**src/core/eth_port_defines.svh**
```systemverilog
/*
 * Address map, field positions and reset values of the Ethernet FIFO data
 * port and transmit status block.
 * Assumes an AHB-Lite slave that decodes full 32-bit byte addresses.
 */
`ifndef ETH_PORT_DEFINES_SVH
`define ETH_PORT_DEFINES_SVH

`define ADDR_CONTROL        32'hFF80_0000
`define ADDR_GEN_STATUS     32'hFF80_0004
`define ADDR_FIFO_PRIMARY   32'hFF80_0008
`define ADDR_FIFO_LAST      32'hFF80_000C
`define ADDR_TX_STATUS      32'hFF80_0010
`define ADDR_RX_STATUS      32'hFF80_0014
`define ADDR_RX_LEVEL       32'hFF80_0018

`define CTRL_DMA_MODE       0
`define GS_RX_READY         25
`define GS_TX_SPACE         19
`define GS_TX_HALF          18
`define GS_TX_DONE          17
`define GS_TX_EMPTY         16

`define TS_OK               15
`define TS_BCAST            14
`define TS_MCAST            13
`define TS_LATE_COLL        12
`define TS_DEFERRAL         11
`define TS_COLL_LIMIT       10
`define TS_LOW_W            16

`define RESET_WORD          32'h0000_0000
`define HTRANS_NONSEQ       2'h2
`define HRESP_OKAY          1'h0

`endif

```
**src/core/eth_port_pkg.sv**
```systemverilog
/*
 * Types carried between the FIFO port block and the MAC engine.
 * Assumes the MAC engine runs on the same clock as the bus.
 */
package eth_port_pkg;

    typedef struct packed {
        logic        ok;
        logic        bcast;
        logic        mcast;
        logic        late_coll;
        logic        deferral;
        logic        coll_limit;
    } tx_result_s;

    typedef struct packed {
        logic [31:0] data;
        logic [2:0]  bytes;
        logic        last;
    } rx_word_s;

    typedef struct packed {
        logic [31:0] data;
        logic        last;
    } tx_word_s;

endpackage : eth_port_pkg

```
**src/core/eth_fifo_port.sv**
```systemverilog
/*
 * FIFO data port and transmit status register of an Ethernet MAC, with the
 * general status flags they drive, behind an AHB-Lite slave.
 * Assumes a MAC engine on hclk that pushes received words, pulls transmit
 * words and reports each transmit outcome with a one-cycle pulse.
 */
`timescale 1ns/1ps
`include "eth_port_defines.svh"

module eth_fifo_port
    import eth_port_pkg::*;
#(
    parameter int RX_DEPTH = 16,
    parameter int TX_DEPTH = 16
) (
    // Clock and reset.
    input  wire logic        hclk,
    input  wire logic        hresetn,
    // AHB-Lite slave.
    input  wire logic        hsel,
    input  wire logic [31:0] haddr,
    input  wire logic [1:0]  htrans,
    input  wire logic        hwrite,
    input  wire logic [2:0]  hsize,
    input  wire logic        hready,
    input  wire logic [31:0] hwdata,
    output logic      [31:0] hrdata,
    output logic             hreadyout,
    output logic             hresp,
    // Receive side of the MAC engine.
    input  wire logic        rx_wr_valid,
    input  wire rx_word_s    rx_wr_word,
    output logic             rx_wr_ready,
    input  wire logic [31:0] rx_frame_status,
    // Transmit side of the MAC engine.
    output logic             tx_rd_valid,
    output tx_word_s         tx_rd_word,
    input  wire logic        tx_rd_ready,
    input  wire logic        tx_result_valid,
    input  wire tx_result_s  tx_result,
    // DMA descriptor and status hand-off.
    output logic             desc_status_we,
    output logic [15:0]      descriptor_status_field,
    output logic             rx_status_dma_valid,
    output logic [31:0]      rx_status_dma
);

    localparam int RX_PW = $clog2(RX_DEPTH);
    localparam int TX_PW = $clog2(TX_DEPTH);
    localparam int RX_LW = RX_PW + 3;

    function automatic logic [RX_PW-1:0] rx_step(input logic [RX_PW-1:0] p);
        rx_step = (p == RX_PW'(RX_DEPTH - 1)) ? '0 : RX_PW'(p + 1'b1);
    endfunction : rx_step

    function automatic logic [TX_PW-1:0] tx_step(input logic [TX_PW-1:0] p);
        tx_step = (p == TX_PW'(TX_DEPTH - 1)) ? '0 : TX_PW'(p + 1'b1);
    endfunction : tx_step

    // Bus phase state.
    logic              pend;
    logic [31:0]       a_addr;
    logic              a_write;
    logic              wr_acc;
    logic              rd_acc;

    // Control and flags.
    logic              dma_mode;
    logic              rx_frame_ready_flag;
    logic              rx_open;
    logic              tx_done_flag;
    logic              tx_space_flag;
    logic              tx_half_free_flag;
    logic [31:0]       tx_status;
    logic [31:0]       rx_status;
    logic              rx_clr;
    logic              tx_clr;

    // Receive FIFO.
    logic [31:0]       rx_mem_data [RX_DEPTH];
    logic [2:0]        rx_mem_bytes [RX_DEPTH];
    logic              rx_mem_last [RX_DEPTH];
    logic [RX_PW-1:0]  rx_wp;
    logic [RX_PW-1:0]  rx_rp;
    logic [RX_PW:0]    rx_cnt;
    logic [RX_LW-1:0]  rx_level;
    logic              rx_push;
    logic              rx_pop;

    // Transmit FIFO.
    logic [31:0]       tx_mem_data [TX_DEPTH];
    logic              tx_mem_last [TX_DEPTH];
    logic [TX_PW-1:0]  tx_wp;
    logic [TX_PW-1:0]  tx_rp;
    logic [TX_PW:0]    tx_cnt;
    logic              tx_push;
    logic              tx_pop;
    logic              tx_flush;
    logic [31:0]       next_tx_status;
    logic [31:0]       read_word;

    // Address phase is taken when selected and ready; one wait state follows.
    always_ff @(posedge hclk or negedge hresetn) begin
        if (!hresetn) begin
            pend    <= 1'b0;
            a_addr  <= `RESET_WORD;
            a_write <= 1'b0;
        end else if (pend) begin
            pend <= 1'b0;
        end else if (hsel && hready && htrans == `HTRANS_NONSEQ) begin
            pend    <= 1'b1;
            a_addr  <= haddr;
            a_write <= hwrite;
        end
    end

    assign wr_acc    = pend && a_write;
    assign rd_acc    = pend && !a_write;
    assign hreadyout = !pend;
    assign hresp     = `HRESP_OKAY;

    // Control register.
    always_ff @(posedge hclk or negedge hresetn) begin
        if (!hresetn) begin
            dma_mode <= 1'b0;
        end else if (wr_acc && a_addr == `ADDR_CONTROL) begin
            dma_mode <= hwdata[`CTRL_DMA_MODE];
        end
    end

    // Write-one-to-clear strobes; DMA mode clears the receive flag itself.
    assign rx_clr = rx_frame_ready_flag &&
                    (dma_mode || (wr_acc && a_addr == `ADDR_GEN_STATUS &&
                                  hwdata[`GS_RX_READY]));
    assign tx_clr = wr_acc && a_addr == `ADDR_GEN_STATUS && hwdata[`GS_TX_DONE];

    // Receive FIFO fill from the MAC engine.
    assign rx_wr_ready = rx_cnt != (RX_PW+1)'(RX_DEPTH);
    assign rx_push     = rx_wr_valid && rx_wr_ready;
    assign rx_pop      = rd_acc && a_addr == `ADDR_FIFO_PRIMARY && rx_open &&
                         rx_cnt != '0;

    always_ff @(posedge hclk) begin
        if (rx_push) begin
            rx_mem_data[rx_wp]  <= rx_wr_word.data;
            rx_mem_bytes[rx_wp] <= rx_wr_word.bytes;
            rx_mem_last[rx_wp]  <= rx_wr_word.last;
        end
    end

    always_ff @(posedge hclk or negedge hresetn) begin
        if (!hresetn) begin
            rx_wp    <= '0;
            rx_rp    <= '0;
            rx_cnt   <= '0;
            rx_level <= '0;
        end else begin
            if (rx_push) begin
                rx_wp <= rx_step(rx_wp);
            end
            if (rx_pop) begin
                rx_rp <= rx_step(rx_rp);
            end
            rx_cnt   <= rx_cnt + (RX_PW+1)'(rx_push) - (RX_PW+1)'(rx_pop);
            rx_level <= rx_level
                      + (rx_push ? RX_LW'(rx_wr_word.bytes) : '0)
                      - (rx_pop ? RX_LW'(rx_mem_bytes[rx_rp]) : '0);
        end
    end

    // Receive frame ready flag: a new frame end wins over a clear.
    always_ff @(posedge hclk or negedge hresetn) begin
        if (!hresetn) begin
            rx_frame_ready_flag <= 1'b0;
            rx_status           <= `RESET_WORD;
        end else begin
            if (rx_push && rx_wr_word.last) begin
                rx_frame_ready_flag <= 1'b1;
                rx_status           <= rx_frame_status;
            end else if (rx_clr) begin
                rx_frame_ready_flag <= 1'b0;
            end
        end
    end

    // The FIFO opens once the flag is cleared and closes after a last word.
    always_ff @(posedge hclk or negedge hresetn) begin
        if (!hresetn) begin
            rx_open <= 1'b0;
        end else if (rx_clr) begin
            rx_open <= 1'b1;
        end else if (rx_pop && rx_mem_last[rx_rp]) begin
            rx_open <= 1'b0;
        end
    end

    // Receive status handed to DMA when the flag is cleared automatically.
    always_ff @(posedge hclk or negedge hresetn) begin
        if (!hresetn) begin
            rx_status_dma_valid <= 1'b0;
            rx_status_dma       <= `RESET_WORD;
        end else begin
            rx_status_dma_valid <= rx_clr && dma_mode;
            if (rx_clr && dma_mode) begin
                rx_status_dma <= rx_status;
            end
        end
    end

    // Transmit FIFO fill from the bus; the last-word address ends a frame.
    assign tx_push  = wr_acc && tx_space_flag &&
                      (a_addr == `ADDR_FIFO_PRIMARY ||
                       a_addr == `ADDR_FIFO_LAST);
    assign tx_flush = tx_result_valid && !tx_result.ok;
    assign tx_rd_valid     = tx_cnt != '0;
    assign tx_rd_word.data = tx_mem_data[tx_rp];
    assign tx_rd_word.last = tx_mem_last[tx_rp];
    assign tx_pop          = tx_rd_valid && tx_rd_ready && !tx_flush;

    always_ff @(posedge hclk) begin
        if (tx_push) begin
            tx_mem_data[tx_wp] <= hwdata;
            tx_mem_last[tx_wp] <= a_addr == `ADDR_FIFO_LAST;
        end
    end

    always_ff @(posedge hclk or negedge hresetn) begin
        if (!hresetn) begin
            tx_wp  <= '0;
            tx_rp  <= '0;
            tx_cnt <= '0;
        end else if (tx_flush) begin
            tx_wp  <= '0;
            tx_rp  <= '0;
            tx_cnt <= '0;
        end else begin
            if (tx_push) begin
                tx_wp <= tx_step(tx_wp);
            end
            if (tx_pop) begin
                tx_rp <= tx_step(tx_rp);
            end
            tx_cnt <= tx_cnt + (TX_PW+1)'(tx_push) - (TX_PW+1)'(tx_pop);
        end
    end

    // Space flags stay off while a completed frame awaits acknowledgement.
    assign tx_space_flag     = !tx_done_flag &&
                               tx_cnt != (TX_PW+1)'(TX_DEPTH);
    assign tx_half_free_flag = !tx_done_flag &&
                               (TX_PW+1)'(TX_DEPTH) - tx_cnt >=
                               (TX_PW+1)'(TX_DEPTH / 2);

    // Outcome word for the frame that just finished.
    always_comb begin
        next_tx_status                = `RESET_WORD;
        next_tx_status[`TS_OK]        = tx_result.ok;
        next_tx_status[`TS_BCAST]     = tx_result.bcast;
        next_tx_status[`TS_MCAST]     = tx_result.mcast;
        next_tx_status[`TS_LATE_COLL] = tx_result.late_coll;
        next_tx_status[`TS_DEFERRAL]  = tx_result.deferral;
        next_tx_status[`TS_COLL_LIMIT] = tx_result.coll_limit;
    end

    // Status changes only on a frame outcome, never on a read.
    always_ff @(posedge hclk or negedge hresetn) begin
        if (!hresetn) begin
            tx_status <= `RESET_WORD;
        end else if (tx_result_valid) begin
            tx_status <= next_tx_status;
        end
    end

    // Done flag: a new outcome wins over a clear in the same cycle.
    always_ff @(posedge hclk or negedge hresetn) begin
        if (!hresetn) begin
            tx_done_flag <= 1'b0;
        end else if (tx_result_valid) begin
            tx_done_flag <= 1'b1;
        end else if (tx_clr) begin
            tx_done_flag <= 1'b0;
        end
    end

    // Descriptor copy of the low half in DMA mode.
    always_ff @(posedge hclk or negedge hresetn) begin
        if (!hresetn) begin
            desc_status_we          <= 1'b0;
            descriptor_status_field <= '0;
        end else begin
            desc_status_we <= tx_result_valid && dma_mode;
            if (tx_result_valid && dma_mode) begin
                descriptor_status_field <= next_tx_status[`TS_LOW_W-1:0];
            end
        end
    end

    // Read multiplexer; unmapped and write-only addresses read zero.
    always_comb begin
        read_word = `RESET_WORD;
        if (a_addr == `ADDR_CONTROL) begin
            read_word[`CTRL_DMA_MODE] = dma_mode;
        end else if (a_addr == `ADDR_GEN_STATUS) begin
            read_word[`GS_RX_READY] = rx_frame_ready_flag;
            read_word[`GS_TX_SPACE] = tx_space_flag;
            read_word[`GS_TX_HALF]  = tx_half_free_flag;
            read_word[`GS_TX_DONE]  = tx_done_flag;
            read_word[`GS_TX_EMPTY] = tx_cnt == '0;
        end else if (a_addr == `ADDR_FIFO_PRIMARY) begin
            read_word = rx_pop ? rx_mem_data[rx_rp] : `RESET_WORD;
        end else if (a_addr == `ADDR_TX_STATUS) begin
            read_word = tx_status;
        end else if (a_addr == `ADDR_RX_STATUS) begin
            read_word = rx_status;
        end else if (a_addr == `ADDR_RX_LEVEL) begin
            read_word = 32'(rx_level);
        end
    end

    always_ff @(posedge hclk or negedge hresetn) begin
        if (!hresetn) begin
            hrdata <= `RESET_WORD;
        end else if (rd_acc) begin
            hrdata <= read_word;
        end
    end

endmodule : eth_fifo_port

```
**config.mk**
```make
export PLATFORM = sky130hd
export DESIGN_NAME = eth_fifo_port
export DESIGN_NICKNAME = d
export VERILOG_FILES = /design/src/core/eth_port_pkg.sv /design/src/core/eth_fifo_port.sv
export VERILOG_INCLUDE_DIRS = /design/src /design/src/core
export SDC_FILE = /design/constraint.sdc
export NUM_CORES = 1
export LEC_CHECK = 0
export BUFFER_PORTS_ARGS = -buffer_cell sky130_fd_sc_hd__buf_2
export CORE_ASPECT_RATIO = 1.1
export CORE_MARGIN = 2
export CORE_UTILIZATION = 55
export DETAILED_ROUTE_END_ITERATION = 12
export PLACE_DENSITY = 0.71
export SLEW_MARGIN = 20
export SYNTH_ARGS = -nofsm -noshare
export SYNTH_HDL_FRONTEND = slang
export SYNTH_SLANG_ARGS = --single-unit
```
**constraint.sdc**
```tcl
create_clock -name hclk -period 5.8 [get_ports hclk]
set_input_delay 1.74 -clock hclk [delete_from_list [all_inputs] [get_ports hclk]]
set_output_delay 1.74 -clock hclk [all_outputs]
set_load 0.02 [all_outputs]
```
==> results of run 1 <==
[area by class of cell]
class                      count  area (µm²)  area share
multi-input combinational    918       11710      0.2058
timing repair buffer         319        1841     0.03235
sequential                  1285       37700      0.6627
inverter                      43       161.4    0.002837
tap                         1180        1476     0.02595
clock buffer                 164        3267     0.05742
clock inverter                58       711.9     0.01251
antenna                       10       25.02   0.0004399
[layer usage]
layer | wire (µm) | global-route usage | vias to the layer above
li1 | - | - | 10350
met1 | 43650 | 0.3311 | 13100
met2 | 60720 | 0.4328 | 1053
met3 | 9548 | 0.05322 | 233
met4 | 3282 | 0.08202 | 16
met5 | 100 | 0 | -
[worst paths after layout]
path	endpoint	slack (ns)	from	cells past startpoint
max	tx_rd_word[25]	0.73	tx_rp[0]$_DFFE_PN0P_	4
min	hrdata[14]$_DFFE_PN0N_	0.48	hrdata[14]$_DFFE_PN0N_	2
max reg2reg	rx_level[5]$_DFF_PN0_	1.39	a_addr[4]$_DFFE_PN0P_	14
min reg2reg	hrdata[14]$_DFFE_PN0N_	0.48	hrdata[14]$_DFFE_PN0N_	2
max in group asynchronous	descriptor_status_field[11]$_DFFE_PN0P_	3.69	hresetn	2
min in group asynchronous	rx_status_dma[24]$_DFFE_PN0P_	1.08	hresetn	1
[kinds of logic after synthesis]
| family | count (synthesis) | share of synthesized area |
|---|---|---|
| flops | 1285 | 0.7529 |
| mux | 458 | 0.1722 |
| simple gates | 232 | 0.02532 |
| buf+inv | 175 | 0.01542 |
| compound gates | 162 | 0.02100 |
| fa+ha+maj | 37 | 0.01000 |
| xor+xnor | 18 | 0.003150 |
| other cells | 1 | 0.00007492 |
[sequential cells by signal, indices dropped and copies added, names as in the netlist, 4 cells and up]
name	flops
rx_mem_data	512
tx_mem_data	512
rx_mem_bytes	48
a_addr	32
hrdata	32
rx_status	32
rx_status_dma	32
rx_mem_last	16
tx_mem_last	16
rx_level	7
descriptor_status_field	6
tx_status	6
rx_cnt	5
tx_cnt	5
rx_rp	4
rx_wp	4
tx_rp	4
tx_wp	4
[cell usage after synthesis (all sizes together), types with 7 or more instances]
cell type	number
a211oi	15
a21oi	48
a221o	7
a22oi	9
a31oi	7
and2	28
and3	15
and4	8
buf	67
clkbuf	65
dfrtp	181
edfxtp	1104
ha	32
inv	43
mux2	123
mux2i	25
mux4	310
nand2	55
nand3	20
nand4	7
nor2	44
nor2b	9
nor3	20
o21ai	15
o22ai	28
o31ai	13
xnor2	11
xor2	7
[critical path: stages, from the launching register on]
cell	delay [ns]
dfrtp_4	0.84
buf_4	0.48
mux4_2	0.57
mux4_2	0.52
buf_2	0.19
[report_power, final]
group | switching (mW) | leakage, nW | total, mW | internal [mW]
logic | 1.98 | 5.13 | 3.70 | 1.72
clock network | 3.35 | 1.93 | 7.91 | 4.56
registers | 0.465 | 12.2 | 11.2 | 10.7
total | 5.79 | 19.3 | 22.8 | 17.0
[per-stage QoR]
step | std cells | setup slack (ns) | instance area, µm² | hold WS, ns
final | 3977 | 0.7324 | 56890 | 0.4806
after global routing | 3970 | 0.5646 | 56870 | 0.5134
after CTS | 3967 | 0.6107 | 56860 | 0.4821
after detailed placement | 3745 | 1.380 | 52880 | 0.4662
after global placement | 3745 | 1.410 | 52880 | 0.4645
after floorplan | 2378 | 1.476 | 50090 | 0.4714
==> impl_metrics.py, run 1 <==
metrics = {
    "synth": {
        "synth_top_area_share": 0.6624,
        "syn-cell-area_um2": 50050,
        "async_reset_ff_frac": 0.1409,
        "synth.yosys.seq_area_share": 0.7529,
        "ys_seq_elements": 1285,
        "synth_edf_count": 1104,
        "synth_top_area_cell": "edfxtp_1",
        "yosys_warnings": 0,
        "synth_area_leaders": "edfxtp_1 (66%), mux4_2 (14%), dfrtp_1 (9.0%)",
        "syn_inst": 2368,
        "ys.flop_type": "edfxtp_1",
        "syn_area_per_cell_um2": 21.14,
        "synth_cell_types": 61,
    },
    "grt": {
        "grt_pass1_vias": 25940,
        "grt_max_degree": 108,
        "grt_pass1_wl_um": 172200,
        "antenna_found_initial": 20,
        "grt_use_total": 0.2543,
        "grt_remaining_overflow": 0,
    },
    "setup_path": {
        "critPathRequiredTime_ns": 4.06,
        "endpoint_kind": "primary output",
        "crit_fanout": 32,
        "crit_type": "flop to primary output",
        "crit_arrival_ns": 3.33,
        "start_kind": "flop",
    },
    "floorplanning": {
        "dieArea_um2": 93430,
        "rows": 116,
        "core-area_um2": 90570,
        "die_w_um": 291.6,
        "pin_count": 270,
        "die_height_um": 320.4,
        "initial_utilization": 0.5526,
    },
    "finish": {
        "mostFrequentLayoutCells": "edfxtp_1 (1,104), mux4_2 (310), buf_2 (254)",
        "finalNetCount": 2874,
        "drive_gt1_frac": 0.3480,
        "n_fill_cell": 6091,
        "final_common_cell": "edfxtp_1",
        "fin_util": 0.6282,
        "syn2layout_area_growth_pct": 13.67,
    },
    "routing": {
        "wl_per_cell_um": 29.50,
        "remaining_drc_errors": 0,
        "vias_per_cell": 6.225,
        "vias": 24760,
        "final_antenna_net_count": 0,
        "routed_wl_um": 117300,
        "drt_first_pass_iters": 5,
        "drt-initial-drc-count": 2518,
    },
    "cts": {
        "cts_tree": "built",
        "clk_path_buf_depth": 3,
        "htreeDepth": 3,
        "post_cts_buffers": 0,
        "clkSinkCount": 1285,
        "clk_latency_ns": 0.73,
        "root_buffer": "clkbuf_16",
        "clkSlewWorstSetupHoldPaths_ns": 0.06,
        "cts.repair.resized": 0,
        "cts-buffers-inserted": 119,
        "hold_buffers": 0,
    },
    "job": {
        "maxCapViolCount": 0,
    },
    "timing": {
        "maxSlewHeadroom": 0.2750,
        "hold_viol": 0,
        "tns_ns": 0,
        "max_clock_freq_ghz": 0.1973,
        "skew_ns": 0.04869,
        "worst_pin_slew_ns": 1.087,
        "finalCritPeriodShare": 0.8737,
        "setup_viol": 0,
        "period_needed_ns": 5.068,
        "rsz0062_at_grt": "false",
        "slew_viol_final": 0,
    },
    "place": {
        "port_buffers": 255,
        "gp_congestion": 0.8075,
        "dp_hpwl_um": 69390,
    },
    "pwr": {
        "p_leak_nw": 19.26,
        "finalPower_mw": 22.79,
        "powerDensity_nw_per_um2": 400.5,
        "ir_drop_mv": 0.3022,
    },
    "outcome": {
        "outcome": "finished, final reports clean",
    },
    "worst_hold_path": {
        "hold_class": "flop to flop",
    },
}
Note: power is estimated with default switching activity, not from simulation.
==> inputs of run 2 (changes only) <==
==> constraint.sdc (replaced) <==
create_clock -name hclk -period 5.7 [get_ports hclk]
set_input_delay 1.425 -clock hclk [delete_from_list [all_inputs] [get_ports hclk]]
set_output_delay 1.425 -clock hclk [all_outputs]
set_load 0.02 [all_outputs]
==> impl_metrics.py, run 2 (synthesis gave the netlist of run 1 again) <==
metrics = {
    "outcome": {
        "outcome": "finished, final reports clean",
    },
    "floorplanning": {
        "die_w_um": 291.6,
        "initial_utilization": 0.5526,
        "rows": 116,
        "die_height_um": 320.4,
        "core-area_um2": 90570,
        "pin_count": 270,
        "dieArea_um2": 93430,
    },
    "setup_path": {
        "endpoint_kind": "primary output",
        "path_delay_family": "multiplexers",
        "crit_type": "flop to primary output",
        "worst-path-buf-inv": 2,
        "crit_arrival_ns": 3.34,
        "crit_path_cell_trace": "buf_12, mux4_2, mux4_2, buf_2",
        "critPathRequiredTime_ns": 4.28,
        "crit_top_cell": "mux4_2",
        "max_stage_delay_ns": 0.76,
        "crit_fanout": 58,
        "cp.depth": 4,
        "start_kind": "flop",
        "crit_path_top_delay_cell": "dfrtp_4",
        "r2r_cells": 15,
    },
    "pwr": {
        "finalPower_mw": 22.95,
        "p_leak_nw": 19.22,
        "ir_drop_mv": 0.2818,
        "powerDensity_nw_per_um2": 403.9,
    },
    "cts": {
        "root_buffer": "clkbuf_16",
        "clk_latency_ns": 0.74,
        "cts.repair.resized": 0,
        "clkSlewWorstSetupHoldPaths_ns": 0.06,
        "hold_buffers": 0,
        "htreeDepth": 3,
        "clk_path_buf_depth": 3,
        "post_cts_buffers": 0,
        "cts_tree": "built",
        "cts-buffers-inserted": 120,
        "clkSinkCount": 1285,
    },
    "worst_hold_path": {
        "hold_class": "flop to flop",
        "min_delay_path_depth": 2,
    },
    "timing": {
        "max_clock_freq_ghz": 0.2101,
        "rsz0062_at_grt": "false",
        "skew_ns": 0.05553,
        "period_needed_ns": 4.761,
        "maxSlewHeadroom": 0.2936,
        "slew_viol_final": 0,
        "setup_viol": 0,
        "holdWs_ns": 0.4833,
        "tns_ns": 0,
        "worst_pin_slew_ns": 1.060,
        "finalCritPeriodShare": 0.8352,
        "hold_viol": 0,
        "setup_ws_ns": 0.9393,
    },
    "finish": {
        "finalNetCount": 2878,
        "multi_input_comb_area_um2": 11710,
        "reg_top3": "rx_mem_data: 512 flops, tx_mem_data: 512 flops, rx_mem_bytes: 48 flops",
        "final_common_cell": "edfxtp_1",
        "syn2layout_area_growth_pct": 13.52,
        "fin_util": 0.6273,
        "mostFrequentLayoutCells": "edfxtp_1 (1,104), mux4_2 (310), buf_2 (254)",
        "drive_gt1_frac": 0.3492,
        "layoutNonFillerInstCount": 3991,
        "n_fill_cell": 6133,
        "final-seq-area_um2": 37700,
        "stdcell_area_um2": 56820,
    },
    "grt": {
        "grt_pass1_wl_um": 172400,
        "grt_remaining_overflow": 0,
        "grt_max_degree": 100,
        "grt_pass1_vias": 26080,
        "antenna_found_initial": 25,
        "grt_use_total": 0.2549,
    },
    "routing": {
        "final_antenna_net_count": 0,
        "drt-initial-drc-count": 2680,
        "remaining_drc_errors": 0,
        "drt_first_pass_iters": 5,
        "vias": 24880,
        "wl_per_cell_um": 29.43,
        "vias_per_cell": 6.235,
        "routed_wl_um": 117400,
    },
    "place": {
        "gp_congestion": 0.8033,
        "port_buffers": 255,
        "dp_slack_ns": 1.265,
        "dp_hpwl_um": 69200,
        "post_dp_cell_area_um2": 52910,
        "dpl.cell_count": 3748,
    },
    "job": {
        "maxCapViolCount": 0,
    },
}
[run 2: tightest hold or removal path, delay by kind of cell (launching register included)]
| kind | cells | cell delay, ns |
|---|---|---|
| AOI/OAI and AO/OA | 1 | 0.06 |
| and+or+nand+nor | 1 | 0.06 |
| DFF | 1 | 0.34 |
[run 2: area by class of cell]
type	instances	area share
sequential	1285	0.6635
multi-input combinational	918	0.2060
clock buffer	173	0.05864
timing repair buffer	322	0.03292
tap	1180	0.02599
clock inverter	57	0.009447
inverter	43	0.002841
antenna	13	0.0005726
[run 2: path summary, 6_finish.rpt]
kind	to	from	slack, ns
min in group asynchronous	rx_status[24]$_DFFE_PN0P_	hresetn	0.77
min	hrdata[10]$_DFFE_PN0N_	hrdata[10]$_DFFE_PN0N_	0.48
min reg2reg	hrdata[10]$_DFFE_PN0N_	hrdata[10]$_DFFE_PN0N_	0.48
max in group asynchronous	tx_rp[0]$_DFFE_PN0P_	hresetn	3.73
max reg2reg	rx_level[6]$_DFF_PN0_	a_addr[4]$_DFFE_PN0P_	1.31
max	tx_rd_word[26]	tx_rp[0]$_DFFE_PN0P_	0.94
[run 2: report_power, final]
part           switching [mW]  internal (mW)  total [mW]
Sequential              0.471           10.9        11.4
Clock                    3.45           4.35        7.80
Combinational            2.03           1.76        3.78
[run 2: routing by layer]
layer  share of wire  track usage  vias to the layer above
met5         0.00098            0                        -
met4           0.029      0.08373                       20
met3           0.085      0.05239                      230
met2            0.51       0.4250                     1060
met1            0.38       0.3404                    13200
li1                -            -                    10370
==> inputs of run 3 (changes only) <==
==> constraint.sdc (replaced) <==
create_clock -name hclk -period 4.6 [get_ports hclk]
set_input_delay 1.15 -clock hclk [delete_from_list [all_inputs] [get_ports hclk]]
set_output_delay 1.15 -clock hclk [all_outputs]
set_load 0.02 [all_outputs]
==> impl_metrics.py, run 3 (synthesis gave the netlist of run 1 again) <==
metrics = {
    "setup_path": {
        "start_kind": "flop",
        "crit_type": "flop to primary output",
        "critPathRequiredTime_ns": 3.45,
        "crit_arrival_ns": 3.22,
        "crit_fanout": 50,
        "endpoint_kind": "primary output",
        "r2r_cells": 14,
    },
    "place": {
        "dp_slack_ns": 0.7362,
        "port_buffers": 255,
        "dp_hpwl_um": 69940,
        "gp_congestion": 0.8127,
    },
    "floorplanning": {
        "core-area_um2": 90570,
        "die_height_um": 320.4,
        "rows": 116,
        "initial_utilization": 0.5526,
        "pin_count": 270,
        "die_w_um": 291.6,
        "dieArea_um2": 93430,
    },
    "routing": {
        "drt_first_pass_iters": 7,
        "vias_per_cell": 6.201,
        "final_antenna_net_count": 0,
        "vias": 24720,
        "drt-initial-drc-count": 2612,
        "routed_wl_um": 116300,
        "wl_per_cell_um": 29.17,
        "remaining_drc_errors": 0,
    },
    "finish": {
        "finalNetCount": 2881,
        "n_fill_cell": 6096,
        "drive_gt1_frac": 0.3560,
        "syn2layout_area_growth_pct": 14.32,
        "mostFrequentLayoutCells": "edfxtp_1 (1,104), mux4_2 (310), buf_2 (254)",
        "reg_top3": "rx_mem_data: 512 flops, tx_mem_data: 512 flops, rx_mem_bytes: 48 flops",
        "final_common_cell": "edfxtp_1",
    },
    "worst_hold_path": {
        "hold_class": "flop to flop",
        "min_delay_path_depth": 2,
    },
    "timing": {
        "max_clock_freq_ghz": 0.2287,
        "slew_viol_final": 0,
        "hold_viol": 0,
        "worst_pin_slew_ns": 1.084,
        "maxSlewHeadroom": 0.2774,
        "tns_ns": 0,
        "holdWs_ns": 0.4783,
        "finalCritPeriodShare": 0.9506,
        "period_needed_ns": 4.373,
        "rsz0062_at_grt": "false",
        "skew_ns": 0.03379,
        "setup_viol": 0,
        "setup_ws_ns": 0.2273,
    },
    "grt": {
        "grt_pass1_vias": 26100,
        "grt_max_degree": 110,
        "grt_remaining_overflow": 0,
        "grt_use_total": 0.2528,
        "antenna_found_initial": 21,
        "grt_pass1_wl_um": 170900,
    },
    "pwr": {
        "p_leak_nw": 19.40,
        "powerDensity_nw_per_um2": 504.8,
        "ir_drop_mv": 0.3323,
    },
    "job": {
        "maxCapViolCount": 0,
    },
    "cts": {
        "clk_path_buf_depth": 3,
        "hold_buffers": 0,
        "cts_tree": "built",
        "cts.repair.resized": 0,
        "cts-buffers-inserted": 120,
        "clk_latency_ns": 0.71,
        "post_cts_buffers": 0,
        "root_buffer": "clkbuf_16",
        "clkSinkCount": 1285,
        "htreeDepth": 3,
        "clkSlewWorstSetupHoldPaths_ns": 0.06,
    },
    "outcome": {
        "outcome": "finished, final reports clean",
    },
}
-- run 3: cell count changes in the layout (fill, tap and decap cells not counted), sizes merged --
cell,previous run,this run
clkbuf,174,151
clkinv,43,54
bufinv,6,15
diode,13,8
buf,321,324
-- run 3: power breakdown --
part	switching, mW	leakage, nW	total (mW)	internal [mW]
logic	2.54	5.22	4.77	2.23
registers	0.590	12.2	14.1	13.5
clock network	4.23	1.98	10.0	5.80
-- run 3: final cells by class --
cell class / count / area, µm² / area share
antenna: 8 / 20.02 / 0.0003499
sequential: 1285 / 37700 / 0.6589
tap: 1180 / 1476 / 0.02580
clock inverter: 77 / 812.0 / 0.01419
timing repair buffer: 325 / 2123 / 0.03711
inverter: 43 / 161.4 / 0.002821
clock buffer: 150 / 3217 / 0.05622
multi-input combinational: 918 / 11710 / 0.2046
-- run 3: final timing paths --
kind                                  startpoint                        end  slack [ns]
min in group asynchronous                hresetn  rx_status[24]$_DFFE_PN0P_        0.55
hold / removal             hrdata[4]$_DFFE_PN0N_      hrdata[4]$_DFFE_PN0N_        0.48
setup reg to reg           a_addr[1]$_DFFE_PN0P_      rx_level[6]$_DFF_PN0_        0.76
setup / recovery            tx_rp[1]$_DFFE_PN0P_             tx_rd_word[31]        0.23
max in group asynchronous                hresetn   rx_status[4]$_DFFE_PN0P_        2.90
hold reg to reg            hrdata[4]$_DFFE_PN0N_      hrdata[4]$_DFFE_PN0N_        0.48
-- run 3: critical path, cell delays in order (launching register included) --
cell and delay (ns):
dfrtp_4 0.99, buf_4 0.39, mux4_2 0.35, mux4_2 0.53, buf_2 0.19
-- run 3: metrics by stage --
step	utilization	std cells	area, µm²	power, mW
floorplan	-	2378	50090	17.38
CTS	0.6316	3978	57200	29.11
detailed placement	0.5871	3751	53170	19.12
global placement	0.5870	3751	53160	18.92
finish	0.6318	3986	57220	28.88
global route	0.6316	3980	57200	29.96
-- run 3: per-layer routing --
metal	global-route usage	up-vias	part of all wire
met2	0.4246	1019	0.51
met3	0.06237	259	0.089
met5	0	-	0.00083
li1	-	10370	-
met1	0.3208	13060	0.36
met4	0.09737	18	0.038
